### src/design/sfl_pkg.sv
// Shared constants and frame layout for the serial frame and load control block
package sfl_pkg;

    // Frame lengths in serial clock falling edges
    localparam int unsigned FRAME_BITS     = 24;
    localparam int unsigned CRC_FRAME_BITS = 32;
    localparam int unsigned CNT_W          = 6;
    localparam int unsigned CRC_W          = 8;
    localparam logic [7:0]  CRC_POLY       = 8'h07;
    localparam logic [7:0]  CRC_INIT       = 8'h00;

    // Channel and data sizes
    localparam int unsigned CHANNELS       = 4;
    localparam int unsigned CHAN_W         = 2;
    localparam int unsigned DATA_W         = 16;
    localparam logic [15:0] DATA_RESET     = 16'h0000;

    // Pin synchroniser depth and pin slot order
    localparam int unsigned SYNC_STAGES    = 3;
    localparam int unsigned PIN_COUNT      = 6;
    localparam int unsigned PIN_SCLK       = 0;
    localparam int unsigned PIN_FRAME_N    = 1;
    localparam int unsigned PIN_DATA_IN    = 2;
    localparam int unsigned PIN_LOAD_N     = 3;
    localparam int unsigned PIN_ADDR0      = 4;
    localparam int unsigned PIN_ADDR1      = 5;
    // Reset levels match the idle pins so no false edge follows reset
    localparam logic [5:0]  PIN_RESET      = 6'h0B;

    // Interface rate limit against the sampling clock
    localparam int unsigned SCLK_MAX_KHZ   = 30000;
    localparam int unsigned CORE_CLK_KHZ   = 20000;
    localparam int unsigned CORE_PERIOD_NS = 50;
    localparam int unsigned MIN_SCLK_HALF_CYC = SYNC_STAGES - 1;

    // 24-bit frame body, MSB first on the wire
    typedef struct packed {
        logic                 rd;
        logic [1:0]           board_addr;
        logic [CHAN_W-1:0]    chan;
        logic [2:0]           rsvd;
        logic [DATA_W-1:0]    data;
    } sfl_frame_t;

    // Filtered view of the pins
    typedef struct packed {
        logic       board_addr_bit1;
        logic       board_addr_bit0;
        logic       output_load_n;
        logic       serial_data_in;
        logic       frame_n;
        logic       sclk;
    } sfl_pins_t;

endpackage : sfl_pkg

### src/design/sfl_serial_frame_load.sv
// Serial input port with frame decode, read-back and deferred output load
// Notes on behaviour
// With frame sync low, each serial clock falling edge shifts one input bit into the shift register.
// The host keeps each input bit stable around the falling edge that samples it.
// The serial clock stays within the interface rate limit; the port needs each clock level held for at least MIN_SCLK_HALF_CYC core clock cycles.
// After a read request, the next frame shifts the selected channel word out, one bit per clock.
// With the load input low at frame close, the addressed channel output is written at once.
// With the load input high, only the input register is written and waits for a load falling edge.
// One load falling edge moves every pending input register to its output together.
// The load input is always driven to a defined level, never left floating.
// The two board address pins must match the frame address for the frame to be accepted.
// Boards should avoid strapping both address pins low when error checking is in use.
// The host raises frame sync after the last falling edge of a 24 or 32 bit frame.
// While clear is active, no channel output register is written.
// With frame sync high, serial clock edges are ignored and the shift register holds.
// A frame is acted on only when it holds exactly the expected bit count at close.
module sfl_serial_frame_load #(
    parameter int unsigned CHANNELS = sfl_pkg::CHANNELS,
    parameter int unsigned DATA_W   = sfl_pkg::DATA_W
) (
    input  wire logic                           core_clk_i,
    input  wire logic                           nrst_i,
    input  wire logic                           sclk_i,
    input  wire logic                           frame_n_i,
    input  wire logic                           serial_data_in_i,
    input  wire logic                           output_load_n_i,
    input  wire logic                           board_addr_bit0_i,
    input  wire logic                           board_addr_bit1_i,
    input  wire logic                           packet_error_check_i,
    input  wire logic                           clear_i,
    output logic                                serial_data_out_o,
    output logic [CHANNELS-1:0][DATA_W-1:0]     dac_out_o,
    output logic [CHANNELS-1:0]                 pending_o,
    output logic                                frame_accept_o,
    output logic                                crc_error_o
);

    typedef enum logic [1:0] {
        SFL_IDLE  = 2'b00,
        SFL_SHIFT = 2'b01,
        SFL_CLOSE = 2'b10
    } sfl_state_t;

    localparam int unsigned SH_W = sfl_pkg::CRC_FRAME_BITS;
    localparam int unsigned FW   = sfl_pkg::FRAME_BITS;

    // CRC-8 over the 24-bit frame body, MSB first
    function automatic logic [7:0] sfl_crc8(input logic [FW-1:0] body);
        logic [7:0] crc;
        crc = sfl_pkg::CRC_INIT;
        for (int i = FW - 1; i >= 0; i--) begin
            if (crc[7] ^ body[i]) begin
                crc = {crc[6:0], 1'b0} ^ sfl_pkg::CRC_POLY;
            end else begin
                crc = {crc[6:0], 1'b0};
            end
        end
        return crc;
    endfunction : sfl_crc8

    // Three-stage synchronisers, second and third must agree
    logic [sfl_pkg::PIN_COUNT-1:0]  pin_raw;
    logic [sfl_pkg::PIN_COUNT-1:0]  sync1_reg;
    logic [sfl_pkg::PIN_COUNT-1:0]  sync2_reg;
    logic [sfl_pkg::PIN_COUNT-1:0]  sync3_reg;
    sfl_pkg::sfl_pins_t             pin_reg;
    sfl_pkg::sfl_pins_t             pin_prev_reg;

    assign pin_raw = {board_addr_bit1_i, board_addr_bit0_i, output_load_n_i,
                      serial_data_in_i, frame_n_i, sclk_i};

    always_ff @(posedge core_clk_i or negedge nrst_i) begin
        if (!nrst_i) begin
            sync1_reg <= sfl_pkg::PIN_RESET;
            sync2_reg <= sfl_pkg::PIN_RESET;
            sync3_reg <= sfl_pkg::PIN_RESET;
        end else begin
            sync1_reg <= pin_raw;
            sync2_reg <= sync1_reg;
            sync3_reg <= sync2_reg;
        end
    end

    generate
        for (genvar p = 0; p < sfl_pkg::PIN_COUNT; p++) begin : g_filter
            always_ff @(posedge core_clk_i or negedge nrst_i) begin
                if (!nrst_i) begin
                    pin_reg[p] <= sfl_pkg::PIN_RESET[p];
                end else if (sync2_reg[p] == sync3_reg[p]) begin
                    pin_reg[p] <= sync3_reg[p];
                end
            end
        end
    endgenerate

    always_ff @(posedge core_clk_i or negedge nrst_i) begin
        if (!nrst_i) begin
            pin_prev_reg <= sfl_pkg::PIN_RESET;
        end else begin
            pin_prev_reg <= pin_reg;
        end
    end

    logic sclk_fall;
    logic sclk_rise;
    logic frame_start;
    logic frame_end;
    logic load_fall;

    assign sclk_fall   = pin_prev_reg.sclk && !pin_reg.sclk;
    assign sclk_rise   = !pin_prev_reg.sclk && pin_reg.sclk;
    assign frame_start = pin_prev_reg.frame_n && !pin_reg.frame_n;
    assign frame_end   = !pin_prev_reg.frame_n && pin_reg.frame_n;
    assign load_fall   = pin_prev_reg.output_load_n && !pin_reg.output_load_n;

    // Frame capture
    sfl_state_t                 state_reg;
    logic [SH_W-1:0]            shift_reg;
    logic [sfl_pkg::CNT_W-1:0]  count_reg;
    logic                       crc_mode_reg;

    always_ff @(posedge core_clk_i or negedge nrst_i) begin
        if (!nrst_i) begin
            state_reg <= SFL_IDLE;
        end else begin
            case (state_reg)
                SFL_IDLE:  if (frame_start) state_reg <= SFL_SHIFT;
                SFL_SHIFT: if (frame_end) state_reg <= SFL_CLOSE;
                SFL_CLOSE: state_reg <= SFL_IDLE;
                default:   state_reg <= SFL_IDLE;
            endcase
        end
    end

    // Error checking mode is latched per frame so a mid-frame change cannot split it
    always_ff @(posedge core_clk_i or negedge nrst_i) begin
        if (!nrst_i) begin
            crc_mode_reg <= 1'b0;
        end else if (frame_start) begin
            crc_mode_reg <= packet_error_check_i;
        end
    end

    always_ff @(posedge core_clk_i or negedge nrst_i) begin
        if (!nrst_i) begin
            shift_reg <= '0;
            count_reg <= '0;
        end else if (frame_start) begin
            count_reg <= '0;
        end else if (state_reg == SFL_SHIFT && !pin_reg.frame_n && sclk_fall) begin
            shift_reg <= {shift_reg[SH_W-2:0], pin_reg.serial_data_in};
            if (count_reg != '1) begin
                count_reg <= count_reg + sfl_pkg::CNT_W'(1);
            end
        end
    end

    // Frame decode at close
    sfl_pkg::sfl_frame_t    frame_body;
    logic [7:0]             frame_crc;
    logic                   len_ok;
    logic                   crc_ok;
    logic                   addr_ok;
    logic                   take;

    always_comb begin
        if (crc_mode_reg) begin
            frame_body = shift_reg[SH_W-1:sfl_pkg::CRC_W];
            frame_crc  = shift_reg[sfl_pkg::CRC_W-1:0];
            len_ok     = (count_reg == sfl_pkg::CNT_W'(sfl_pkg::CRC_FRAME_BITS));
            crc_ok     = (sfl_crc8(frame_body) == frame_crc);
        end else begin
            frame_body = shift_reg[FW-1:0];
            frame_crc  = '0;
            len_ok     = (count_reg == sfl_pkg::CNT_W'(FW));
            crc_ok     = 1'b1;
        end
        addr_ok = (frame_body.board_addr ==
                   {pin_reg.board_addr_bit1, pin_reg.board_addr_bit0});
        take    = (state_reg == SFL_CLOSE) && len_ok && crc_ok && addr_ok;
    end

    always_ff @(posedge core_clk_i or negedge nrst_i) begin
        if (!nrst_i) begin
            frame_accept_o <= 1'b0;
            crc_error_o    <= 1'b0;
        end else begin
            frame_accept_o <= take;
            crc_error_o    <= (state_reg == SFL_CLOSE) && len_ok && !crc_ok;
        end
    end

    // Channel input and output registers
    logic [CHANNELS-1:0][DATA_W-1:0] input_reg;

    generate
        for (genvar c = 0; c < CHANNELS; c++) begin : g_chan
            logic hit;
            assign hit = take && !frame_body.rd &&
                         (frame_body.chan == sfl_pkg::CHAN_W'(c));

            always_ff @(posedge core_clk_i or negedge nrst_i) begin
                if (!nrst_i) begin
                    input_reg[c] <= sfl_pkg::DATA_RESET;
                end else if (hit) begin
                    input_reg[c] <= frame_body.data;
                end
            end

            // Clear blocks output writes; a blocked word stays pending for the next load edge
            always_ff @(posedge core_clk_i or negedge nrst_i) begin
                if (!nrst_i) begin
                    dac_out_o[c] <= sfl_pkg::DATA_RESET;
                    pending_o[c] <= 1'b0;
                end else if (hit && !pin_reg.output_load_n) begin
                    if (!clear_i) begin
                        dac_out_o[c] <= frame_body.data;
                        pending_o[c] <= 1'b0;
                    end else begin
                        pending_o[c] <= 1'b1;
                    end
                end else if (hit) begin
                    pending_o[c] <= 1'b1;
                end else if (load_fall && pending_o[c] && !clear_i) begin
                    dac_out_o[c] <= input_reg[c];
                    pending_o[c] <= 1'b0;
                end
            end
        end
    endgenerate

    // Read-back: request in one frame, word shifted out in the next
    sfl_pkg::sfl_frame_t    rb_word;
    logic [FW-1:0]          rb_shift_reg;

    always_comb begin
        rb_word            = '0;
        rb_word.board_addr = frame_body.board_addr;
        rb_word.chan       = frame_body.chan;
        rb_word.data       = dac_out_o[frame_body.chan];
    end

    always_ff @(posedge core_clk_i or negedge nrst_i) begin
        if (!nrst_i) begin
            rb_shift_reg      <= '0;
            serial_data_out_o <= 1'b0;
        end else if (take && frame_body.rd) begin
            rb_shift_reg <= rb_word;
        end else if (frame_start) begin
            serial_data_out_o <= rb_shift_reg[FW-1];
            rb_shift_reg      <= {rb_shift_reg[FW-2:0], 1'b0};
        end else if (state_reg == SFL_SHIFT && !pin_reg.frame_n && sclk_rise &&
                     count_reg != '0) begin
            serial_data_out_o <= rb_shift_reg[FW-1];
            rb_shift_reg      <= {rb_shift_reg[FW-2:0], 1'b0};
        end
    end

endmodule : sfl_serial_frame_load

### config.mk
export PLATFORM = sky130hd
export DESIGN_NAME = sfl_serial_frame_load
export DESIGN_NICKNAME = d
export VERILOG_FILES = /design/src/design/sfl_pkg.sv /design/src/design/sfl_serial_frame_load.sv
export SDC_FILE = /design/constraint.sdc
export NUM_CORES = 1
export LEC_CHECK = 0
export BUFFER_PORTS_ARGS = -buffer_cell sky130_fd_sc_hd__buf_2
export CAP_MARGIN = 20
export CORE_MARGIN = 4
export CORE_UTILIZATION = 55
export DETAILED_ROUTE_END_ITERATION = 8
export PLACE_DENSITY = 0.78
export SLEW_MARGIN = 20
export SYNTH_ARGS = -nofsm -noshare
export SYNTH_HDL_FRONTEND = slang
export SYNTH_SLANG_ARGS = --single-unit
### constraint.sdc
create_clock -name core_clk_i -period 3 [get_ports core_clk_i]
set_input_delay 0.3 -clock core_clk_i [delete_from_list [all_inputs] [get_ports core_clk_i]]
set_output_delay 0.3 -clock core_clk_i [all_outputs]
set_load 0.03 [all_outputs]
## Word level (Yosys, flattened, before mapping)

Cells that the tools add are included.

| storage, ports and cells | value |
|---|---|
| register bits after elaboration | 227 |
| input bits | 10 |

| cells by class | value |
|---|---|
| add/subtract/negate cells | 1 |
| order comparisons | 1 |
| equal/unequal tests | 26 |
| mux-type cells | 90 |
| bitwise operators | 48 |
| reduce and logical (&&, ||, !) cells | 62 |

Operators by type and width:

| operator | count |
|---|---|
| 16-bit 2-to-1 mux | 14 |
| 8-bit 2-to-1 mux | 24 |
| 24-bit 2-to-1 mux | 4 |
| 3-bit 2-to-1 mux | 24 |
| 3-bit inverter | 23 |
| 16-bit binary-select mux with 2-bit select | 1 |
| 1-bit logical AND | 31 |
| 1-bit bitwise XOR | 23 |
| 6-bit 2-to-1 mux | 3 |
| 1-bit 2-to-1 mux | 17 |
| 3-bit nonzero test | 5 |
| 2-bit nonzero test | 7 |
| 2-bit inequality test, second input constant | 6 |
| 3-bit AND reduction | 4 |
| 8-bit equality test | 1 |
| 1-bit zero test | 8 |
| 2-bit by 1-bit inequality test with 1-bit output, second input constant | 4 |
| 2-bit AND reduction | 4 |
| 6-bit by 1-bit adder with 6-bit output, second input constant | 1 |
| 1-bit equality test | 6 |
| 2-bit equality test, second input constant | 3 |
| 6-bit by 5-bit equality test with 1-bit output, second input constant | 1 |
| 6-bit equality test, second input constant | 1 |
| 6-bit inequality test, second input constant | 1 |
| other kinds (8) | 12 |

## Depth between registers and ports, before layout

| depth | value |
|---|---|
| depth after elaboration | 80 |
| depth in mapped cells | 13 |
| mapped depth without buffers | 10 |

## Worst setup path before layout

Ideal clock, no wire load.

| path | value |
|---|---|
| path kind | reg2reg |
| start | register shift_reg[27] |
| end | register serial_data_out_o |
| setup time | 0.128 ns |
| arrival | 2.818 ns |
| path slack | 0.055 ns |
| cell stages (with the launch flop) | 11 |
| clock period less this slack | 2.945 ns |
| cell sequence | dfrtp_1 > buf_6 > xnor3_1 > xnor3_1 > xnor3_1 > xnor2_1 > a211oi_4 > o2111ai_1 > a21oi_2 > nor2b_1 > mux2_1 |

| between the ends | value |
|---|---|
| cells in the longest elaborated chain, start to end | 45 |
| elaborated cells between the ends (all ways) | 67 |

RTL lines:

| item | line | source |
|---|---|---|
| start, declared | sfl_serial_frame_load.sv:118 | `logic [SH_W-1:0] shift_reg;` |
| start signal, assigned | sfl_serial_frame_load.sv:151 | `shift_reg <= {shift_reg[SH_W-2:0], pin_reg.serial_data_in};` |
| 1-bit bitwise XOR (*) | sfl_serial_frame_load.sv:52 | `if (crc[7] ^ body[i]) begin` |
| 3-bit 2-to-1 mux (*) | sfl_serial_frame_load.sv:52 |  |
| 8-bit 2-to-1 mux (*) | sfl_serial_frame_load.sv:167 | `if (crc_mode_reg) begin` |
| 3-bit inverter (no line) | -- |  |
| 3-bit 2-to-1 mux | sfl_serial_frame_load.sv:52 |  |
| 8-bit 2-to-1 mux (*) | sfl_serial_frame_load.sv:167 |  |
| 3-bit inverter (no line) | -- |  |
| 3-bit 2-to-1 mux | sfl_serial_frame_load.sv:52 |  |
| [27 not listed] | -- |  |
| 3-bit 2-to-1 mux | sfl_serial_frame_load.sv:52 |  |
| 8-bit 2-to-1 mux (*) (2 in series) | sfl_serial_frame_load.sv:167 |  |
| 8-bit equality test (*) | sfl_serial_frame_load.sv:171 | `crc_ok = (sfl_crc8(frame_body) == frame_crc);` |
| 1-bit 2-to-1 mux (*) | sfl_serial_frame_load.sv:167 |  |
| 1-bit logical AND (*) (2 in series) | sfl_serial_frame_load.sv:180 | `take = (state_reg == SFL_CLOSE) && len_ok && crc_ok && addr_ok;` |
| 1-bit logical AND (*) | sfl_serial_frame_load.sv:247 | `end else if (take && frame_body.rd) begin` |
| 1-bit inverter (no line) (*) | -- |  |
| 2-bit AND reduction (no line) (*) | -- |  |
| end signal, assigned | sfl_serial_frame_load.sv:250 | `serial_data_out_o <= rb_shift_reg[FW-1];` |
| end signal, assigned | sfl_serial_frame_load.sv:254 | `serial_data_out_o <= rb_shift_reg[FW-1];` |
| end, declared | sfl_serial_frame_load.sv:31 | `output logic serial_data_out_o,` |

Every way passes the cells marked *; elsewhere a longest branch is shown, timed or not. The select of a mux whose other input is x is not followed.
A chain may end at the register's enable or synchronous reset.

## Worst setup path after layout

| path | value |
|---|---|
| start | register shift_reg[28] |
| end | register dac_out_o[8] (netlist bit) |

| between the ends | value |
|---|---|
| cells in the longest elaborated chain, start to end | 48 |
| elaborated cells between the ends (all ways) | 78 |

RTL lines:

| item | line | source |
|---|---|---|
| 1-bit bitwise XOR | sfl_serial_frame_load.sv:52 |  |
| 3-bit 2-to-1 mux | sfl_serial_frame_load.sv:52 |  |
| 8-bit 2-to-1 mux | sfl_serial_frame_load.sv:167 |  |
| 3-bit inverter (no line) | -- |  |
| 3-bit 2-to-1 mux | sfl_serial_frame_load.sv:52 |  |
| 8-bit 2-to-1 mux | sfl_serial_frame_load.sv:167 |  |
| 3-bit inverter (no line) | -- |  |
| 3-bit 2-to-1 mux | sfl_serial_frame_load.sv:52 |  |
| [31 not listed] | -- |  |
| 8-bit equality test | sfl_serial_frame_load.sv:171 |  |
| 1-bit 2-to-1 mux | sfl_serial_frame_load.sv:167 |  |
| 1-bit logical AND (2 in series) | sfl_serial_frame_load.sv:180 |  |
| 1-bit logical AND | sfl_serial_frame_load.sv:199 | `assign hit = take && !frame_body.rd &&` |
| 1-bit logical AND (*) | sfl_serial_frame_load.sv:199 |  |
| 1-bit logical AND | sfl_serial_frame_load.sv:215 | `end else if (hit && !pin_reg.output_load_n) begin` |
| 2-bit by 1-bit inequality test with 1-bit output (no line) (tied with other cells) | -- |  |
| 3-bit AND reduction (no line) | -- |  |
| end signal, assigned by index | sfl_serial_frame_load.sv:213 | `dac_out_o[c] <= sfl_pkg::DATA_RESET;` |
| end signal, assigned by index | sfl_serial_frame_load.sv:217 | `dac_out_o[c] <= frame_body.data;` |
| end signal, assigned by index | sfl_serial_frame_load.sv:225 | `dac_out_o[c] <= input_reg[c];` |
| end, declared | sfl_serial_frame_load.sv:32 | `output logic [CHANNELS-1:0][DATA_W-1:0] dac_out_o,` |

Marked as above.

==> qor.txt <==
status: finished, violations left
failing checks: negative setup slack
Area contributors post-synth: dfrtp_1 (49%), nor3_1 (7.4%), mux2i_1 (4.0%)
Fin. Hold Viols: 0
mean post-synth cell area: 10.89 µm²
part of the power in combinational logic: 8.1%
critical path class: reg2reg
post-synth top area share: 48.95%
Synth warnings: 0
Setup WS pre-CTS: -84.94 ps
Arr. time, crit path: 3520 ps
Fillers: 1391
Seq/Total Area, Yosys: 52.59%
worst slew pin tran: 868.6 ps
Most used DFF post-synth: dfrtp_1
slowest CP cell: xnor3_2
TritonCTS clock tree: done
gr usage total: 25.04%
Mapped Cells: 995
Finished Layout Cells: 1397
CTS buffer count: 24
FMAX: 325.2 MHz
antenna-violating nets left: 0
max_cap viols: 0
Placed Cells: 1333
Pint: 5.074 mW
flops & latches, synth: 227
most frequent cells in the layout: dfrtp_1 (206), nor3_1 (160), nand2_1 (98)
Post-Syn Area: 10840 µm²
vias: 8678
commonest non-fill, non-tap cell in the layout: dfrtp_1
largest net degree at the start of global routing: 90
WHS Path Cells: 2
multi-input logic area: 4989 µm²
compound-cell area share of the yosys netlist: 10.74%
die span in y: 148.4 µm
Clock Power Share: 44.1%
Area Growth Syn to Fin: 21.87%
Initial Util: 55.87%
unrepaired setup endpoints after global routing: true
Hold Path Class: in2reg
Sw Share: 23.77%
Leak Pwr: 6.010 nW
Crit. End Element: flop
hold path start: packet_error_check_i
RR Startpoint: shift_reg[28]
antenna violations before repair: 0
sequential share of power: 47.8%
XOR/XNOR Fraction of Synth Area: 6.396%
worst reg2reg setup slack: -70 ps
diode count: 0
crit share post-route: 102.5%
total power: 6.656 mW
Worst Path Required: 3440 ps
startpoint types: flop
largest buffer count on any clock path: 3
DP HPWL: 18.45 mm
Slew HR: 41.95%
setup ws final: -74.79 ps
leading area contributor after synthesis: dfrtp_1
VDD IR-drop max: 0.0004827 V
fin crit period: 3075 ps
drt total wl: 29.14 mm
Synth Area in Simple Gates: 14.62%
Worst R2R Path Depth: 11
I/O pin count: 81
Skew-Pair Late Insertion Delay: 530 ps
net count after synthesis: 1007
DRT Pass-1 Iters: 5
final weighted congestion in routability-driven placement: 0.8878
vias per cell: 6.212
core area: 19400 µm²
post-synth cell types: 52
worst reg2reg path endpoint: dac_out_o[8]
Die Area: 22020 µm²
initial detailed-routing violation count: 735
crit path cell chain: buf_6 > xnor3_2 > xnor2_4 > xnor2_2 > or3_4 > a211oi_4 > o211a_1 > a21bo_4 > clkbuf_16 > o32ai_2 > nor3_1
FP Rows: 51
Die X: 148.4 µm
clock sink total: 227
routed len/inst: 20.86 µm
clk slew on worst S/H paths: 60 ps
gr ovfl total: 0
Net Sw Power: 1.582 mW
# DRC: 0
CP max stage delay: 470 ps
H-Tree Depth: 1
share of layout cells above drive strength 1: 28.89%
nets: 1126
area share of fa/ha/maj cells after synthesis: 0.7850%
global-route wire length before repair: 44.55 mm
Endpoint, Worst Hold: crc_mode_reg
PortBufs: 80
vias in the first global route: 8130
ys async rst share: 100.0%
largest family of logic cells by synthesized area: simple AND/OR/NAND/NOR gates
Final Skew: 31.55 ps
Register Area: 5707 µm²
final setup fails: 27
post-synthesis mux area share: 11.24%
number of flops mapped to enable cells by yosys: 0
critical path peak fanout: 9
Max Slew Vio Count: 0
Root Driver: clkbuf_16
power per cell area: 503.9 nW/µm²
## synth_stat cells (3+ instances only)
master,instances
nor2_1,32
o2111ai_1,4
mux4_2,16
maj3_1,6
buf_6,5
o21ai_0,82
nor2b_1,4
nand2_1,105
o32ai_1,24
mux2_2,37
mux2i_1,43
nor4_1,4
o22ai_1,40
inv_1,5
clkbuf_1,39
a211oi_2,3
nand2_2,3
a21oi_1,4
dfrtp_1,212
and2_1,10
o21a_1,4
buf_2,30
nor3_1,161
a211oi_1,9
nand4_1,6
xnor3_1,9
dfstp_2,15
xor2_1,13
o21ai_1,5
xnor2_2,3
clkbuf_2,3
xnor2_1,32
## per-stage QoR
step / hold slack (ps) / setup TNS [ps] / utilization [%] / instance area [µm²]
detailed placement: 340.3 / -1580 / 61.35 / 11900
CTS: 29.46 / 0 / 66.42 / 12880
finish: 42.51 / -630.3 / 68.09 / 13210
global placement: 333.1 / -16.29 / 61.35 / 11900
floorplan: 4.409 / 0 / - / 10840
global route: 43.73 / -14450 / 68.09 / 13210
## cell type report
| class | instances | share of cell area [%] |
|---|---|---|
| Sequential cell | 227 | 43.21 |
| Multi-Input combinational cell | 684 | 37.77 |
| Timing Repair Buffer | 172 | 10.45 |
| Clock buffer | 39 | 5.428 |
| Tap cell | 265 | 2.510 |
| Clock inverter | 5 | 0.4926 |
| Inverter | 5 | 0.1421 |
## per-layer routing
layer	routed length [µm]	GRT usage, %	vias to the layer above	part of all wire, %
met5	0	0	-	0
met4	863	6.097	0	3.0
met3	2341	3.900	90	8.0
met2	14250	40.65	465	49
met1	11690	36.00	4276	40
li1	-	-	3847	-
## how the worst max path moves through the flow
stage,to,cells after the start,from,slack [ps]
floorplan,serial_data_out_o,10,shift_reg[27],50
global placement,dac_out_o[1],10,shift_reg[26],-6
detailed placement,dac_out_o[2],10,shift_reg[26],-80
CTS,dac_out_o[7],13,shift_reg[24],2
global route,dac_out_o[22],11,shift_reg[28],-180
finish,dac_out_o[8],11,shift_reg[28],-70
## critical path, delay by kind of cell (launching register included)
kind	cells	cell delay (ps)
AO/OA/AOI/OAI	4	920
XOR/XNOR	3	810
buffers and inverters	2	320
flip-flops	1	370
AND/OR/NAND/NOR	2	580
## timing repair
| action | CTS | global route |
|---|---|---|
| pin swaps | 12 | 11 |
| setup endpoints to repair | 72 | 157 |
| setup buffers | 2 | 5 |
| gates cloned | 1 | 5 |
| hold buffers | 7 | 0 |
| gates resized for setup | 21 | 51 |
| endpoints found under the hold margin | 92 | 0 |
## power groups by stage
| stage | Clock (mW) | Combinational, mW | Sequential, mW |
|---|---|---|---|
| after global routing | 3.09 | 0.586 | 3.19 |
| after CTS | 2.96 | 0.524 | 3.19 |
| after detailed placement | 0 | 0.507 | 3.24 |
| after floorplan | 0 | 0.324 | 3.22 |
| after global placement | 0 | 0.500 | 3.24 |
| final | 2.93 | 0.539 | 3.18 |
## cells by family (layout without fill, tap and decap cells)
| family | count (synthesis) | after routing |
|---|---|---|
| flops | 227 | 227 |
| xor+xnor | 59 | 59 |
| simple gates | 338 | 338 |
| fa+ha+maj | 8 | 8 |
| mux | 97 | 97 |
| buf+inv | 84 | 221 |
| compound gates | 182 | 182 |
(Power assumes the default switching activity.)
